`src/core/fmc_pkg.sv`:
```
// shared constants, register map and carrier types of the fan monitor configuration/status bank
package fmc_pkg;

   // register map
   localparam logic [7:0] ADDR_PART_ID = 8'h3D;
   localparam logic [7:0] ADDR_MAKER_ID = 8'h3E;
   localparam logic [7:0] ADDR_REVISION = 8'h3F;
   localparam logic [7:0] ADDR_MAIN_CFG = 8'h40;
   localparam logic [7:0] ADDR_STAT1 = 8'h41;
   localparam logic [7:0] ADDR_STAT2 = 8'h42;

   // identification values, arbitrary neutral codes
   localparam logic [7:0] PART_ID_VAL = 8'h5A;
   localparam logic [7:0] MAKER_ID_VAL = 8'h3C;
   localparam logic [7:0] REVISION_VAL = 8'h01;

   // main configuration fields
   localparam int CFG_RUN_BIT = 0;
   localparam int CFG_TIMEOUT_DIS_BIT = 3;
   localparam int CFG_LOCK_BIT = 4;
   localparam int CFG_QUICK_BIT = 5;
   localparam int CFG_FREQ_RANGE_BIT = 6;
   localparam int CFG_PIN_FUNC_BIT = 7;
   localparam logic [7:0] CFG_RESET = 8'h01;
   localparam logic [7:0] STAT_RESET = 8'h00;
   localparam logic [7:0] UNMAPPED_READ = 8'h00;

   // power-up limits used while monitoring runs on defaults
   localparam logic [7:0] TEMP_HIGH_DFLT = 8'h7F;
   localparam logic [7:0] TEMP_LOW_DFLT = 8'h81;
   localparam logic [7:0] TEMP_START_DFLT = 8'h5A;
   localparam logic [15:0] TACH_MIN_DFLT = 16'hFFFF;
   localparam logic [15:0] TACH_MAX_DFLT = 16'h0000;

   localparam int NUM_TEMP = 10;
   localparam int NUM_FAN = 4;
   localparam int STAT1_TEMPS = 7;

   // serial link
   localparam logic [6:0] DEV_ADDR = 7'h2C;

   // timing
   localparam int CLK_HZ = 50_000_000;
   localparam int SAMPLE_SLOW_MS = 1000;
   localparam int SAMPLE_FAST_MS = 250;
   localparam int BUS_TIMEOUT_MS = 25;
   localparam int SAMPLE_SLOW_CYC = (CLK_HZ / 1000) * SAMPLE_SLOW_MS;
   localparam int SAMPLE_FAST_CYC = (CLK_HZ / 1000) * SAMPLE_FAST_MS;
   localparam int BUS_TIMEOUT_CYC = (CLK_HZ / 1000) * BUS_TIMEOUT_MS;

   typedef struct packed
   {
      logic signed [7:0] reading;
      logic signed [7:0] low_limit;
      logic signed [7:0] high_limit;
      logic signed [7:0] start_thr;
   } fmc_temp_chan_t;

   typedef struct packed
   {
      logic [15:0] count;
      logic [15:0] min_limit;
      logic [15:0] max_limit;
   } fmc_fan_chan_t;

   typedef struct packed
   {
      logic wr;
      logic rd;
      logic [7:0] addr;
      logic [7:0] wdata;
   } fmc_reg_req_t;

   typedef enum logic [2:0]
   {
      ST_IDLE = 3'b000,
      ST_ADDR = 3'b001,
      ST_ADDR_ACK = 3'b010,
      ST_RX = 3'b011,
      ST_RX_ACK = 3'b100,
      ST_TX = 3'b101,
      ST_TX_ACK = 3'b110
   } fmc_link_state_t;

endpackage : fmc_pkg

```
`src/core/fmc_link.sv`:
```
// two-wire serial slave engine turning bus traffic into register reads and writes
`timescale 1ns/10ps
module fmc_link #(
   parameter int TIMEOUT_CYC = fmc_pkg::BUS_TIMEOUT_CYC
) (
   input wire logic mclk,
   input wire logic rstn,
   input wire logic scl_i,
   input wire logic sda_i,
   output logic sda_o,
   output logic sda_oe,
   input wire logic timeout_disable,
   input wire logic [7:0] rd_data,
   output fmc_pkg::fmc_reg_req_t req
);

   localparam int TOW = $clog2(TIMEOUT_CYC + 1);

   logic [1:0] scl_sync_r;
   logic [1:0] sda_sync_r;
   logic scl_d_r;
   logic sda_d_r;
   logic scl_s;
   logic sda_s;
   logic scl_rise;
   logic scl_fall;
   logic start_det;
   logic stop_det;
   logic [TOW-1:0] to_cnt_r;
   logic to_hit;
   fmc_pkg::fmc_link_state_t state_r;
   logic [7:0] shift_r;
   logic [2:0] cnt_r;
   logic byte_done_r;
   logic is_read_r;
   logic got_ptr_r;
   logic ack_ok_r;
   logic [7:0] ptr_r;

   ////////////////////////////////////////////////////////////////////////////
   // pin synchronisers; first stage feeds only the second
   always_ff @(posedge mclk or negedge rstn)
   begin
      if (!rstn)
      begin
         scl_sync_r <= 2'b11;
         sda_sync_r <= 2'b11;
         scl_d_r <= 1'b1;
         sda_d_r <= 1'b1;
      end
      else
      begin
         scl_sync_r <= {scl_sync_r[0], scl_i};
         sda_sync_r <= {sda_sync_r[0], sda_i};
         scl_d_r <= scl_sync_r[1];
         sda_d_r <= sda_sync_r[1];
      end
   end

   // edges and bus conditions seen on the synchronised lines
   assign scl_s = scl_sync_r[1];
   assign sda_s = sda_sync_r[1];
   assign scl_rise = scl_s & ~scl_d_r;
   assign scl_fall = ~scl_s & scl_d_r;
   assign start_det = scl_s & scl_d_r & sda_d_r & ~sda_s;
   assign stop_det = scl_s & scl_d_r & ~sda_d_r & sda_s;
   assign to_hit = (to_cnt_r == TOW'(TIMEOUT_CYC - 1));

   ////////////////////////////////////////////////////////////////////////////
   // clock-low timeout; frees the bus if a host dies mid-transfer
   always_ff @(posedge mclk or negedge rstn)
   begin
      if (!rstn)
         to_cnt_r <= '0;
      else if (state_r == fmc_pkg::ST_IDLE || scl_s || timeout_disable)
         to_cnt_r <= '0;
      else if (!to_hit)
         to_cnt_r <= TOW'(to_cnt_r + 1'b1);
   end

   // open-drain data line only ever pulls low
   always_ff @(posedge mclk or negedge rstn)
   begin
      if (!rstn)
         sda_o <= 1'b0;
      else
         sda_o <= 1'b0;
   end

   ////////////////////////////////////////////////////////////////////////////
   // byte engine: address, pointer byte, then auto-incrementing data
   always_ff @(posedge mclk or negedge rstn)
   begin
      if (!rstn)
      begin
         state_r <= fmc_pkg::ST_IDLE;
         shift_r <= 8'h00;
         cnt_r <= 3'h0;
         byte_done_r <= 1'b0;
         is_read_r <= 1'b0;
         got_ptr_r <= 1'b0;
         ack_ok_r <= 1'b0;
         ptr_r <= 8'h00;
         sda_oe <= 1'b0;
         req <= '0;
      end
      else
      begin
         req.wr <= 1'b0;
         req.rd <= 1'b0;
         if (start_det)
         begin
            state_r <= fmc_pkg::ST_ADDR;
            cnt_r <= 3'h0;
            byte_done_r <= 1'b0;
            got_ptr_r <= 1'b0;
            sda_oe <= 1'b0;
         end
         else if (stop_det || to_hit)
         begin
            state_r <= fmc_pkg::ST_IDLE;
            sda_oe <= 1'b0;
         end
         else
         begin
            case (state_r)
               fmc_pkg::ST_ADDR, fmc_pkg::ST_RX:
               begin
                  if (scl_rise)
                  begin
                     shift_r <= {shift_r[6:0], sda_s};
                     cnt_r <= 3'(cnt_r + 3'h1);
                     byte_done_r <= (cnt_r == 3'h7);
                  end
                  else if (scl_fall && byte_done_r)
                  begin
                     byte_done_r <= 1'b0;
                     if (state_r == fmc_pkg::ST_ADDR)
                     begin
                        if (shift_r[7:1] == fmc_pkg::DEV_ADDR)
                        begin
                           is_read_r <= shift_r[0];
                           sda_oe <= 1'b1;
                           state_r <= fmc_pkg::ST_ADDR_ACK;
                        end
                        else
                           state_r <= fmc_pkg::ST_IDLE; // not our address
                     end
                     else
                     begin
                        sda_oe <= 1'b1;
                        state_r <= fmc_pkg::ST_RX_ACK;
                        if (!got_ptr_r)
                        begin
                           ptr_r <= shift_r;
                           got_ptr_r <= 1'b1;
                        end
                        else
                        begin
                           req.wr <= 1'b1;
                           req.addr <= ptr_r;
                           req.wdata <= shift_r;
                           ptr_r <= 8'(ptr_r + 8'h01);
                        end
                     end
                  end
               end
               fmc_pkg::ST_ADDR_ACK:
               begin
                  if (scl_rise && is_read_r)
                  begin
                     req.rd <= 1'b1;
                     req.addr <= ptr_r;
                     ptr_r <= 8'(ptr_r + 8'h01);
                  end
                  else if (scl_fall)
                  begin
                     cnt_r <= 3'h0;
                     if (is_read_r)
                     begin
                        shift_r <= rd_data;
                        sda_oe <= ~rd_data[7];
                        state_r <= fmc_pkg::ST_TX;
                     end
                     else
                     begin
                        sda_oe <= 1'b0;
                        state_r <= fmc_pkg::ST_RX;
                     end
                  end
               end
               fmc_pkg::ST_RX_ACK:
               begin
                  if (scl_fall)
                  begin
                     sda_oe <= 1'b0;
                     cnt_r <= 3'h0;
                     state_r <= fmc_pkg::ST_RX;
                  end
               end
               fmc_pkg::ST_TX:
               begin
                  if (scl_rise)
                  begin
                     cnt_r <= 3'(cnt_r + 3'h1);
                     byte_done_r <= (cnt_r == 3'h7);
                  end
                  else if (scl_fall)
                  begin
                     if (byte_done_r)
                     begin
                        byte_done_r <= 1'b0;
                        sda_oe <= 1'b0; // let the host drive its acknowledge
                        state_r <= fmc_pkg::ST_TX_ACK;
                     end
                     else
                     begin
                        shift_r <= {shift_r[6:0], 1'b0};
                        sda_oe <= ~shift_r[6];
                     end
                  end
               end
               fmc_pkg::ST_TX_ACK:
               begin
                  if (scl_rise)
                  begin
                     ack_ok_r <= ~sda_s;
                     if (!sda_s)
                     begin
                        req.rd <= 1'b1;
                        req.addr <= ptr_r;
                        ptr_r <= 8'(ptr_r + 8'h01);
                     end
                  end
                  else if (scl_fall)
                  begin
                     cnt_r <= 3'h0;
                     if (ack_ok_r)
                     begin
                        shift_r <= rd_data;
                        sda_oe <= ~rd_data[7];
                        state_r <= fmc_pkg::ST_TX;
                     end
                     else
                        state_r <= fmc_pkg::ST_IDLE;
                  end
               end
               default:
                  state_r <= fmc_pkg::ST_IDLE;
            endcase
         end
      end
   end

endmodule : fmc_link

```
`src/core/fmc_cfg_status_regs.sv`:
```
// configuration, identification and fault status register bank of the fan monitor
// Notes on behaviour
// - three read-only identity registers give part, maker and revision codes.
// - run bit set uses programmed limits; cleared falls back to power-up limits.
// - clearing the run bit leaves programmed limits untouched.
// - configuration bit three set turns off the bus timeout.
// - lock bit is write-once; afterwards lockable registers ignore writes until power cycle.
// - bit five picks tach sampling once per second or every 250 ms.
// - bit six picks high or low frequency fan drive range.
// - bit seven picks shared pin role: override input or sensor start pulse.
// - configuration register powers up at 0x01.
// - first status bits 0-6 latch faults of remote channels 1-7.
// - a fault bit clears on status read only once its fault is gone.
// - first status bit 7 is the OR of all second status bits.
// - second status bits 0-2 latch faults of remote channels 8-10.
// - second status bit 3 says all temperatures are below fan start thresholds.
// - second status bits 4-7 latch speed faults of fans 1-4.
// - both status registers power up at 0x00.
// - temperature fault when reading above high limit or at/below low limit.
// - tach count above minimum limit is slow, below maximum limit is fast.
`timescale 1ns/10ps
module fmc_cfg_status_regs #(
   parameter int SAMPLE_SLOW_CYC = fmc_pkg::SAMPLE_SLOW_CYC,
   parameter int SAMPLE_FAST_CYC = fmc_pkg::SAMPLE_FAST_CYC,
   parameter int BUS_TIMEOUT_CYC = fmc_pkg::BUS_TIMEOUT_CYC
) (
   input wire logic mclk,
   input wire logic rstn,
   input wire logic scl_i,
   input wire logic sda_i,
   output logic sda_o,
   output logic sda_oe,
   input wire fmc_pkg::fmc_temp_chan_t [fmc_pkg::NUM_TEMP-1:0] temp_in,
   input wire fmc_pkg::fmc_fan_chan_t [fmc_pkg::NUM_FAN-1:0] fan_in,
   output logic monitor_run,
   output logic bus_timeout_disable,
   output logic lock_active,
   output logic quick_speed_sampling,
   output logic drive_freq_range,
   output logic shared_pin_function,
   output logic speed_sample_tick
);

   localparam int SW = $clog2(SAMPLE_SLOW_CYC + 1);

   fmc_pkg::fmc_reg_req_t link_req;
   logic [7:0] rd_data_r;
   logic [7:0] cfg_r;
   logic [fmc_pkg::NUM_TEMP-1:0] temp_flt_r;
   logic [fmc_pkg::NUM_TEMP-1:0] temp_cond;
   logic [fmc_pkg::NUM_TEMP-1:0] temp_cool;
   logic [fmc_pkg::NUM_TEMP-1:0] temp_clr;
   logic [fmc_pkg::NUM_FAN-1:0] fan_flt_r;
   logic [fmc_pkg::NUM_FAN-1:0] fan_cond;
   logic all_cool_r;
   logic [7:0] stat1;
   logic [7:0] stat2;
   logic rd_clr1;
   logic rd_clr2;
   logic [SW-1:0] sample_cnt_r;
   logic [SW-1:0] sample_period;

   // set wins over a read clear, so an event in the clearing cycle survives
   function automatic logic sticky_nxt(input logic cur, input logic cond, input logic clr);
      sticky_nxt = cond | (cur & ~clr);
   endfunction : sticky_nxt

   // which status read clears a given temperature channel; strobes passed in so callers see sampled values
   function automatic logic rd_clr_for(input int ch, input logic clr1, input logic clr2);
      rd_clr_for = (ch < fmc_pkg::STAT1_TEMPS) ? clr1 : clr2;
   endfunction : rd_clr_for

   ////////////////////////////////////////////////////////////////////////////
   // serial link engine
   fmc_link #(
      .TIMEOUT_CYC(BUS_TIMEOUT_CYC)
   ) fmc_link_i (
      .mclk(mclk),
      .rstn(rstn),
      .scl_i(scl_i),
      .sda_i(sda_i),
      .sda_o(sda_o),
      .sda_oe(sda_oe),
      .timeout_disable(cfg_r[fmc_pkg::CFG_TIMEOUT_DIS_BIT]),
      .rd_data(rd_data_r),
      .req(link_req)
   );

   ////////////////////////////////////////////////////////////////////////////
   // main configuration; reserved bits are stored as written by the host
   always_ff @(posedge mclk or negedge rstn)
   begin
      if (!rstn)
         cfg_r <= fmc_pkg::CFG_RESET;
      else if (link_req.wr && link_req.addr == fmc_pkg::ADDR_MAIN_CFG && !cfg_r[fmc_pkg::CFG_LOCK_BIT])
         cfg_r <= link_req.wdata;
   end

   // configuration fields driven straight from the register
   assign monitor_run = cfg_r[fmc_pkg::CFG_RUN_BIT];
   assign bus_timeout_disable = cfg_r[fmc_pkg::CFG_TIMEOUT_DIS_BIT];
   assign lock_active = cfg_r[fmc_pkg::CFG_LOCK_BIT];
   assign quick_speed_sampling = cfg_r[fmc_pkg::CFG_QUICK_BIT];
   assign drive_freq_range = cfg_r[fmc_pkg::CFG_FREQ_RANGE_BIT];
   assign shared_pin_function = cfg_r[fmc_pkg::CFG_PIN_FUNC_BIT];

   ////////////////////////////////////////////////////////////////////////////
   // tach sampling tick; only the period changes, limits stay external
   assign sample_period = quick_speed_sampling ? SW'(SAMPLE_FAST_CYC - 1) : SW'(SAMPLE_SLOW_CYC - 1);

   always_ff @(posedge mclk or negedge rstn)
   begin
      if (!rstn)
      begin
         sample_cnt_r <= '0;
         speed_sample_tick <= 1'b0;
      end
      else if (sample_cnt_r >= sample_period)
      begin
         sample_cnt_r <= '0;
         speed_sample_tick <= 1'b1;
      end
      else
      begin
         sample_cnt_r <= SW'(sample_cnt_r + 1'b1);
         speed_sample_tick <= 1'b0;
      end
   end

   ////////////////////////////////////////////////////////////////////////////
   // limit comparisons; programmed limits are only selected, never overwritten
   for (genvar t = 0; t < fmc_pkg::NUM_TEMP; t++)
   begin : g_temp
      logic signed [7:0] eff_hi;
      logic signed [7:0] eff_lo;
      logic signed [7:0] eff_start;
      assign eff_hi = monitor_run ? temp_in[t].high_limit : fmc_pkg::TEMP_HIGH_DFLT;
      assign eff_lo = monitor_run ? temp_in[t].low_limit : fmc_pkg::TEMP_LOW_DFLT;
      assign eff_start = monitor_run ? temp_in[t].start_thr : fmc_pkg::TEMP_START_DFLT;
      assign temp_cond[t] = (temp_in[t].reading > eff_hi) || (temp_in[t].reading <= eff_lo);
      assign temp_cool[t] = temp_in[t].reading < eff_start;
      assign temp_clr[t] = rd_clr_for(t, rd_clr1, rd_clr2);

   end

   for (genvar f = 0; f < fmc_pkg::NUM_FAN; f++)
   begin : g_fan
      logic [15:0] eff_min;
      logic [15:0] eff_max;
      assign eff_min = monitor_run ? fan_in[f].min_limit : fmc_pkg::TACH_MIN_DFLT;
      assign eff_max = monitor_run ? fan_in[f].max_limit : fmc_pkg::TACH_MAX_DFLT;
      assign fan_cond[f] = (fan_in[f].count > eff_min) || (fan_in[f].count < eff_max);

   end

   ////////////////////////////////////////////////////////////////////////////
   // fault latches cleared by a status read only once the fault subsided
   assign rd_clr1 = link_req.rd && (link_req.addr == fmc_pkg::ADDR_STAT1);
   assign rd_clr2 = link_req.rd && (link_req.addr == fmc_pkg::ADDR_STAT2);

   always_ff @(posedge mclk or negedge rstn)
   begin
      if (!rstn)
         temp_flt_r <= '0;
      else
         for (int t = 0; t < fmc_pkg::NUM_TEMP; t++)
            temp_flt_r[t] <= sticky_nxt(temp_flt_r[t], temp_cond[t], temp_clr[t]);
   end

   always_ff @(posedge mclk or negedge rstn)
   begin
      if (!rstn)
         fan_flt_r <= '0;
      else
         for (int f = 0; f < fmc_pkg::NUM_FAN; f++)
            fan_flt_r[f] <= sticky_nxt(fan_flt_r[f], fan_cond[f], rd_clr2);
   end

   // the all-cool flag tracks the live comparison, reads do not touch it
   always_ff @(posedge mclk or negedge rstn)
   begin
      if (!rstn)
         all_cool_r <= 1'b0;
      else
         all_cool_r <= &temp_cool;
   end

   // status images; bit 7 of the first saves software a second read
   assign stat2 = {fan_flt_r, all_cool_r, temp_flt_r[fmc_pkg::NUM_TEMP-1:fmc_pkg::STAT1_TEMPS]};
   assign stat1 = {|stat2, temp_flt_r[fmc_pkg::STAT1_TEMPS-1:0]};

   ////////////////////////////////////////////////////////////////////////////
   // read data; unmapped offsets read back as zero
   always_ff @(posedge mclk or negedge rstn)
   begin
      if (!rstn)
         rd_data_r <= 8'h00;
      else if (link_req.rd)
      begin
         if (link_req.addr == fmc_pkg::ADDR_PART_ID)
            rd_data_r <= fmc_pkg::PART_ID_VAL;
         else if (link_req.addr == fmc_pkg::ADDR_MAKER_ID)
            rd_data_r <= fmc_pkg::MAKER_ID_VAL;
         else if (link_req.addr == fmc_pkg::ADDR_REVISION)
            rd_data_r <= fmc_pkg::REVISION_VAL;
         else if (link_req.addr == fmc_pkg::ADDR_MAIN_CFG)
            rd_data_r <= cfg_r;
         else if (link_req.addr == fmc_pkg::ADDR_STAT1)
            rd_data_r <= stat1;
         else if (link_req.addr == fmc_pkg::ADDR_STAT2)
            rd_data_r <= stat2;
         else
            rd_data_r <= fmc_pkg::UNMAPPED_READ;
      end
   end
endmodule : fmc_cfg_status_regs

```
`config.mk`:
```
export PLATFORM = sky130hd
export DESIGN_NAME = fmc_cfg_status_regs
export DESIGN_NICKNAME = d
export VERILOG_FILES = /design/src/core/fmc_pkg.sv /design/src/core/fmc_link.sv /design/src/core/fmc_cfg_status_regs.sv
export SDC_FILE = /design/constraint.sdc
export NUM_CORES = 1
export LEC_CHECK = 0
export ABC_AREA = 1
export BUFFER_PORTS_ARGS = -buffer_cell sky130_fd_sc_hd__buf_2
export CORE_AREA = 2 2 205 207
export CTS_CLUSTER_DIAMETER = 200
export CTS_CLUSTER_SIZE = 8
export DETAILED_ROUTE_END_ITERATION = 8
export DIE_AREA = 0 0 207 209
export PLACE_DENSITY = 0.69
export SYNTH_ARGS = -nofsm -noshare
export SYNTH_HDL_FRONTEND = slang
export SYNTH_SLANG_ARGS = --single-unit
export TNS_END_PERCENT = 20
```
`constraint.sdc`:
```
create_clock -name mclk -period 2.43 [get_ports mclk]
set_input_delay 0 -clock mclk [delete_from_list [all_inputs] [get_ports mclk]]
set_output_delay 0 -clock mclk [all_outputs]
set_load 0.005 [all_outputs]
```
==> results.tsv <==
metric	value	unit
Clock transition at path regs	0.06	ns
DRT Pass-1 Iters	5	
core area	41300	µm²
multiplexer share of the synthesized area	0.00269	
Post-Synthesis Cell Area	16300	µm²
initial antenna violation count	7	
Lkg Pwr	0.0107	µW
worst slew pin tran	0.641	ns
final slew viol count	0	
largest net degree at the start of global routing	58	
Yosys reg bits	130	
Clock Latency Late Sink	0.43	ns
area share of the leading cell type in the synthesized netlist	0.284	
Post-Syn Area per Cell	6.94	µm²
critical path capture point type	register	
DP HPWL	52200	µm
CTS tree	done	
layout cells sized above 1	0.239	
failing checks	negative setup slack	
Post-Synth XOR/XNOR Area	0.0107	
Cells after Synth	2350	
Die X	207	µm
Fin. Hold Viols	0	
period utilization	1.00	
most common flop cell mapped by yosys	dfrtp_1	
vias in the first global route	18400	
Std-Cell Rows	75	
synth cell count leaders	602 x nand2_1, 370 x ha_1, 325 x nor2_1	
# port buffers	523	
Slowest cell on crit path	dfstp_4	
Top delay family on crit path	flip-flops	
placer congestion estimate	0.981	
fill count	4150	
clk buf depth	2	
Post-Route WL	60800	µm
Setup-failing EPs final	1	
maxcap violations	0	
async set or reset register ratio after synthesis	1.00	
DR DRC count	0	
main combinational cell family by area after synthesis	simple AND/OR/NAND/NOR gates	
compound-cell area share of the yosys netlist	0.136	
Critical Path AT	2.75	ns
yosys warns	0	
post-route ant nets	0	
Post-synth EDFFs	0	
cell taking the most area after synthesis	ha_1	
GRT Util Overall	0.274	
worst setup margin	-0.00978	ns
GRT overflow	0	
vias per cell	5.27	
area delta synth->final	26.1	%
status	complete, but fails checks	
type of the worst setup path	reg2reg	
Synth Area in Adders	0.284	
root buffer cell	clkbuf_16	
PwrDens	370	nW/µm²
Via Count	18200	
worst relative slew slack	0.572	
Die H	209	µm
WL/cell	17.6	µm
fin util	0.498	
synthesized net count	3236	
final cell count without fillers	3457	
Die ar.	43300	µm²
VDD IR max	514	µV
TritonCTS Buffers	17	
top cells by area, synth	ha_1 28%, dfrtp_1 19%, nand2_1 14%, nor2_1 7.5%, a21oi_1 5.7%	
simple logic cell fraction of the synthesized area	0.307	
number of nets in the layout	3788	
startpoint types	register	
crit path time final	2.44	ns
clock tree sinks	130	
CP Max Fanout	39	
sequential area share after synthesis	0.200	
crit path buf inv count	2	
Distinct cells, synth	62	
Max Fclk	410	MHz
most common cell in the netlist	nand2_1	
Post-CTS Setup Inserts	0	
initial DRC count	1060	
worst hold path type	in2reg	
Initial Util	0.395	
Worst EP required	2.74	ns
clock skew	0.0137	ns
cell chain of the critical path	buf_6 -> buf_12 -> nand2_1 -> ha_1 -> a21oi_1 -> o21a_1 -> o21ai_0 -> a21o_1 -> nand3_1	
I/O Pins	525	
H-tree levels	4	
global-route wire length before repair	95600	µm
CP peak stage delay	0.70	ns
dpl cells	3419	
RSZ-0062 raised after global routing	yes	
state kept, by name, indices dropped and copies added (netlist names), 8 cells and up:
| register | flops |
|---|---|
| sample_cnt_r | 26 |
| fmc_link_i.to_cnt_r | 21 |
| fmc_link_i.req | 18 |
| temp_flt_r | 10 |
| cfg_r | 8 |
| fmc_link_i.ptr_r | 8 |
| fmc_link_i.shift_r | 8 |
| rd_data_r | 8 |
cells by family after synthesis:
| logic type | after synthesis |
|---|---|
| AOI/OAI and AO/OA | 389 |
| xor gates and xnor gates | 20 |
| adders and majority gates | 370 |
| buffers and inverters | 249 |
| DFF | 130 |
| muxes | 4 |
| other | 1 |
| and+or+nand+nor | 1187 |
cell usage in the layout (no fill, tap or decap), drive strengths merged, types with 3 or more instances in the layout:
master	count
a211oi	8
o31ai	3
a21o	5
nand3	90
o21ai	122
buf	583
nor2	335
a41oi	4
a31oi	4
o21bai	3
a221oi	6
nand4	50
diode	3
nor3	55
o2111ai	5
nor3b	4
o21a	18
a21oi	186
nor4	11
clkinv	6
xnor2	6
o32ai	4
dfrtp	123
o221ai	3
dlygate4sd3	3
or2	28
xor2	14
inv	203
o22ai	4
o211ai	7
ha	370
nand3b	6
clkbuf	17
dfstp	7
nand2	607
mux2	3
routing by layer:
| metal | vias to the layer above | track usage | routed length (µm) |
|---|---|---|---|
| met4 | 4 | 0.0877 | 1780 |
| li1 | 9096 | - | - |
| met5 | - | 0 | 26 |
| met2 | 578 | 0.487 | 29800 |
| met3 | 97 | 0.0379 | 3090 |
| met1 | 8457 | 0.342 | 26100 |
through the flow:
stage	power [µW]	hold slack, ns	TNS [ns]	setup slack (ns)	instance area [µm²]
floorplan	3980	-0.296	0	0.0405	16300
global placement	5030	0.0149	-0.132	-0.0571	19900
detailed placement	5080	0.0199	-0.219	-0.0693	19900
CTS	7630	0.0247	-0.0200	-0.0200	20500
global route	8090	0.0471	-0.961	-0.136	20600
finish	7610	0.0275	-0.00978	-0.00978	20600
power breakdown:
| group | internal [µW] | switching, µW |
|---|---|---|
| Sequential | 2360 | 188 |
| Clock | 1360 | 1170 |
| Combinational | 1030 | 1510 |
| Total | 4750 | 2870 |
worst paths after layout:
kind,cells after the start,slack (ns),start,endpoint
min,5,0.03,fan_in[191],fan_flt_r[3]
min in group asynchronous,2,0.10,rstn,temp_flt_r[4]
max in group asynchronous,3,1.54,rstn,fmc_link_i.sda_sync_r[0]
max reg2reg,9,-0.01,cfg_r[0],fan_flt_r[0]
min reg2reg,0,0.36,fmc_link_i.sda_sync_r[0],fmc_link_i.sda_sync_r[1]
max,9,-0.01,cfg_r[0],fan_flt_r[0]
worst register-to-register path: cells and delay by family (launching register included):
family          cells  cell delay [ns]
fa+ha+maj           1             0.27
flops               1             0.70
buf+inv             2             0.49
compound gates      4             0.70
simple gates        2             0.17
final cells by class:
cell class	count	area (µm²)	share of cell area
Multi-Input combinational cell	1971	12100	0.589
Sequential cell	130	3270	0.159
Timing Repair Buffer	586	3200	0.156
Inverter	196	743	0.0361
Tap cell	539	674	0.0328
Clock buffer	17	425	0.0207
Clock inverter	15	139	0.00675
Antenna cell	3	7.51	0.000365
repair_timing:
item / in CTS / in global routing
endpoints found under the hold margin: 57 / 0
hold buffers: 3 / 0
pin swaps: 0 / 1
endpoints found under the setup margin: 5 / 23
gates resized for setup: 6 / 15
(Power assumes the default switching activity.)
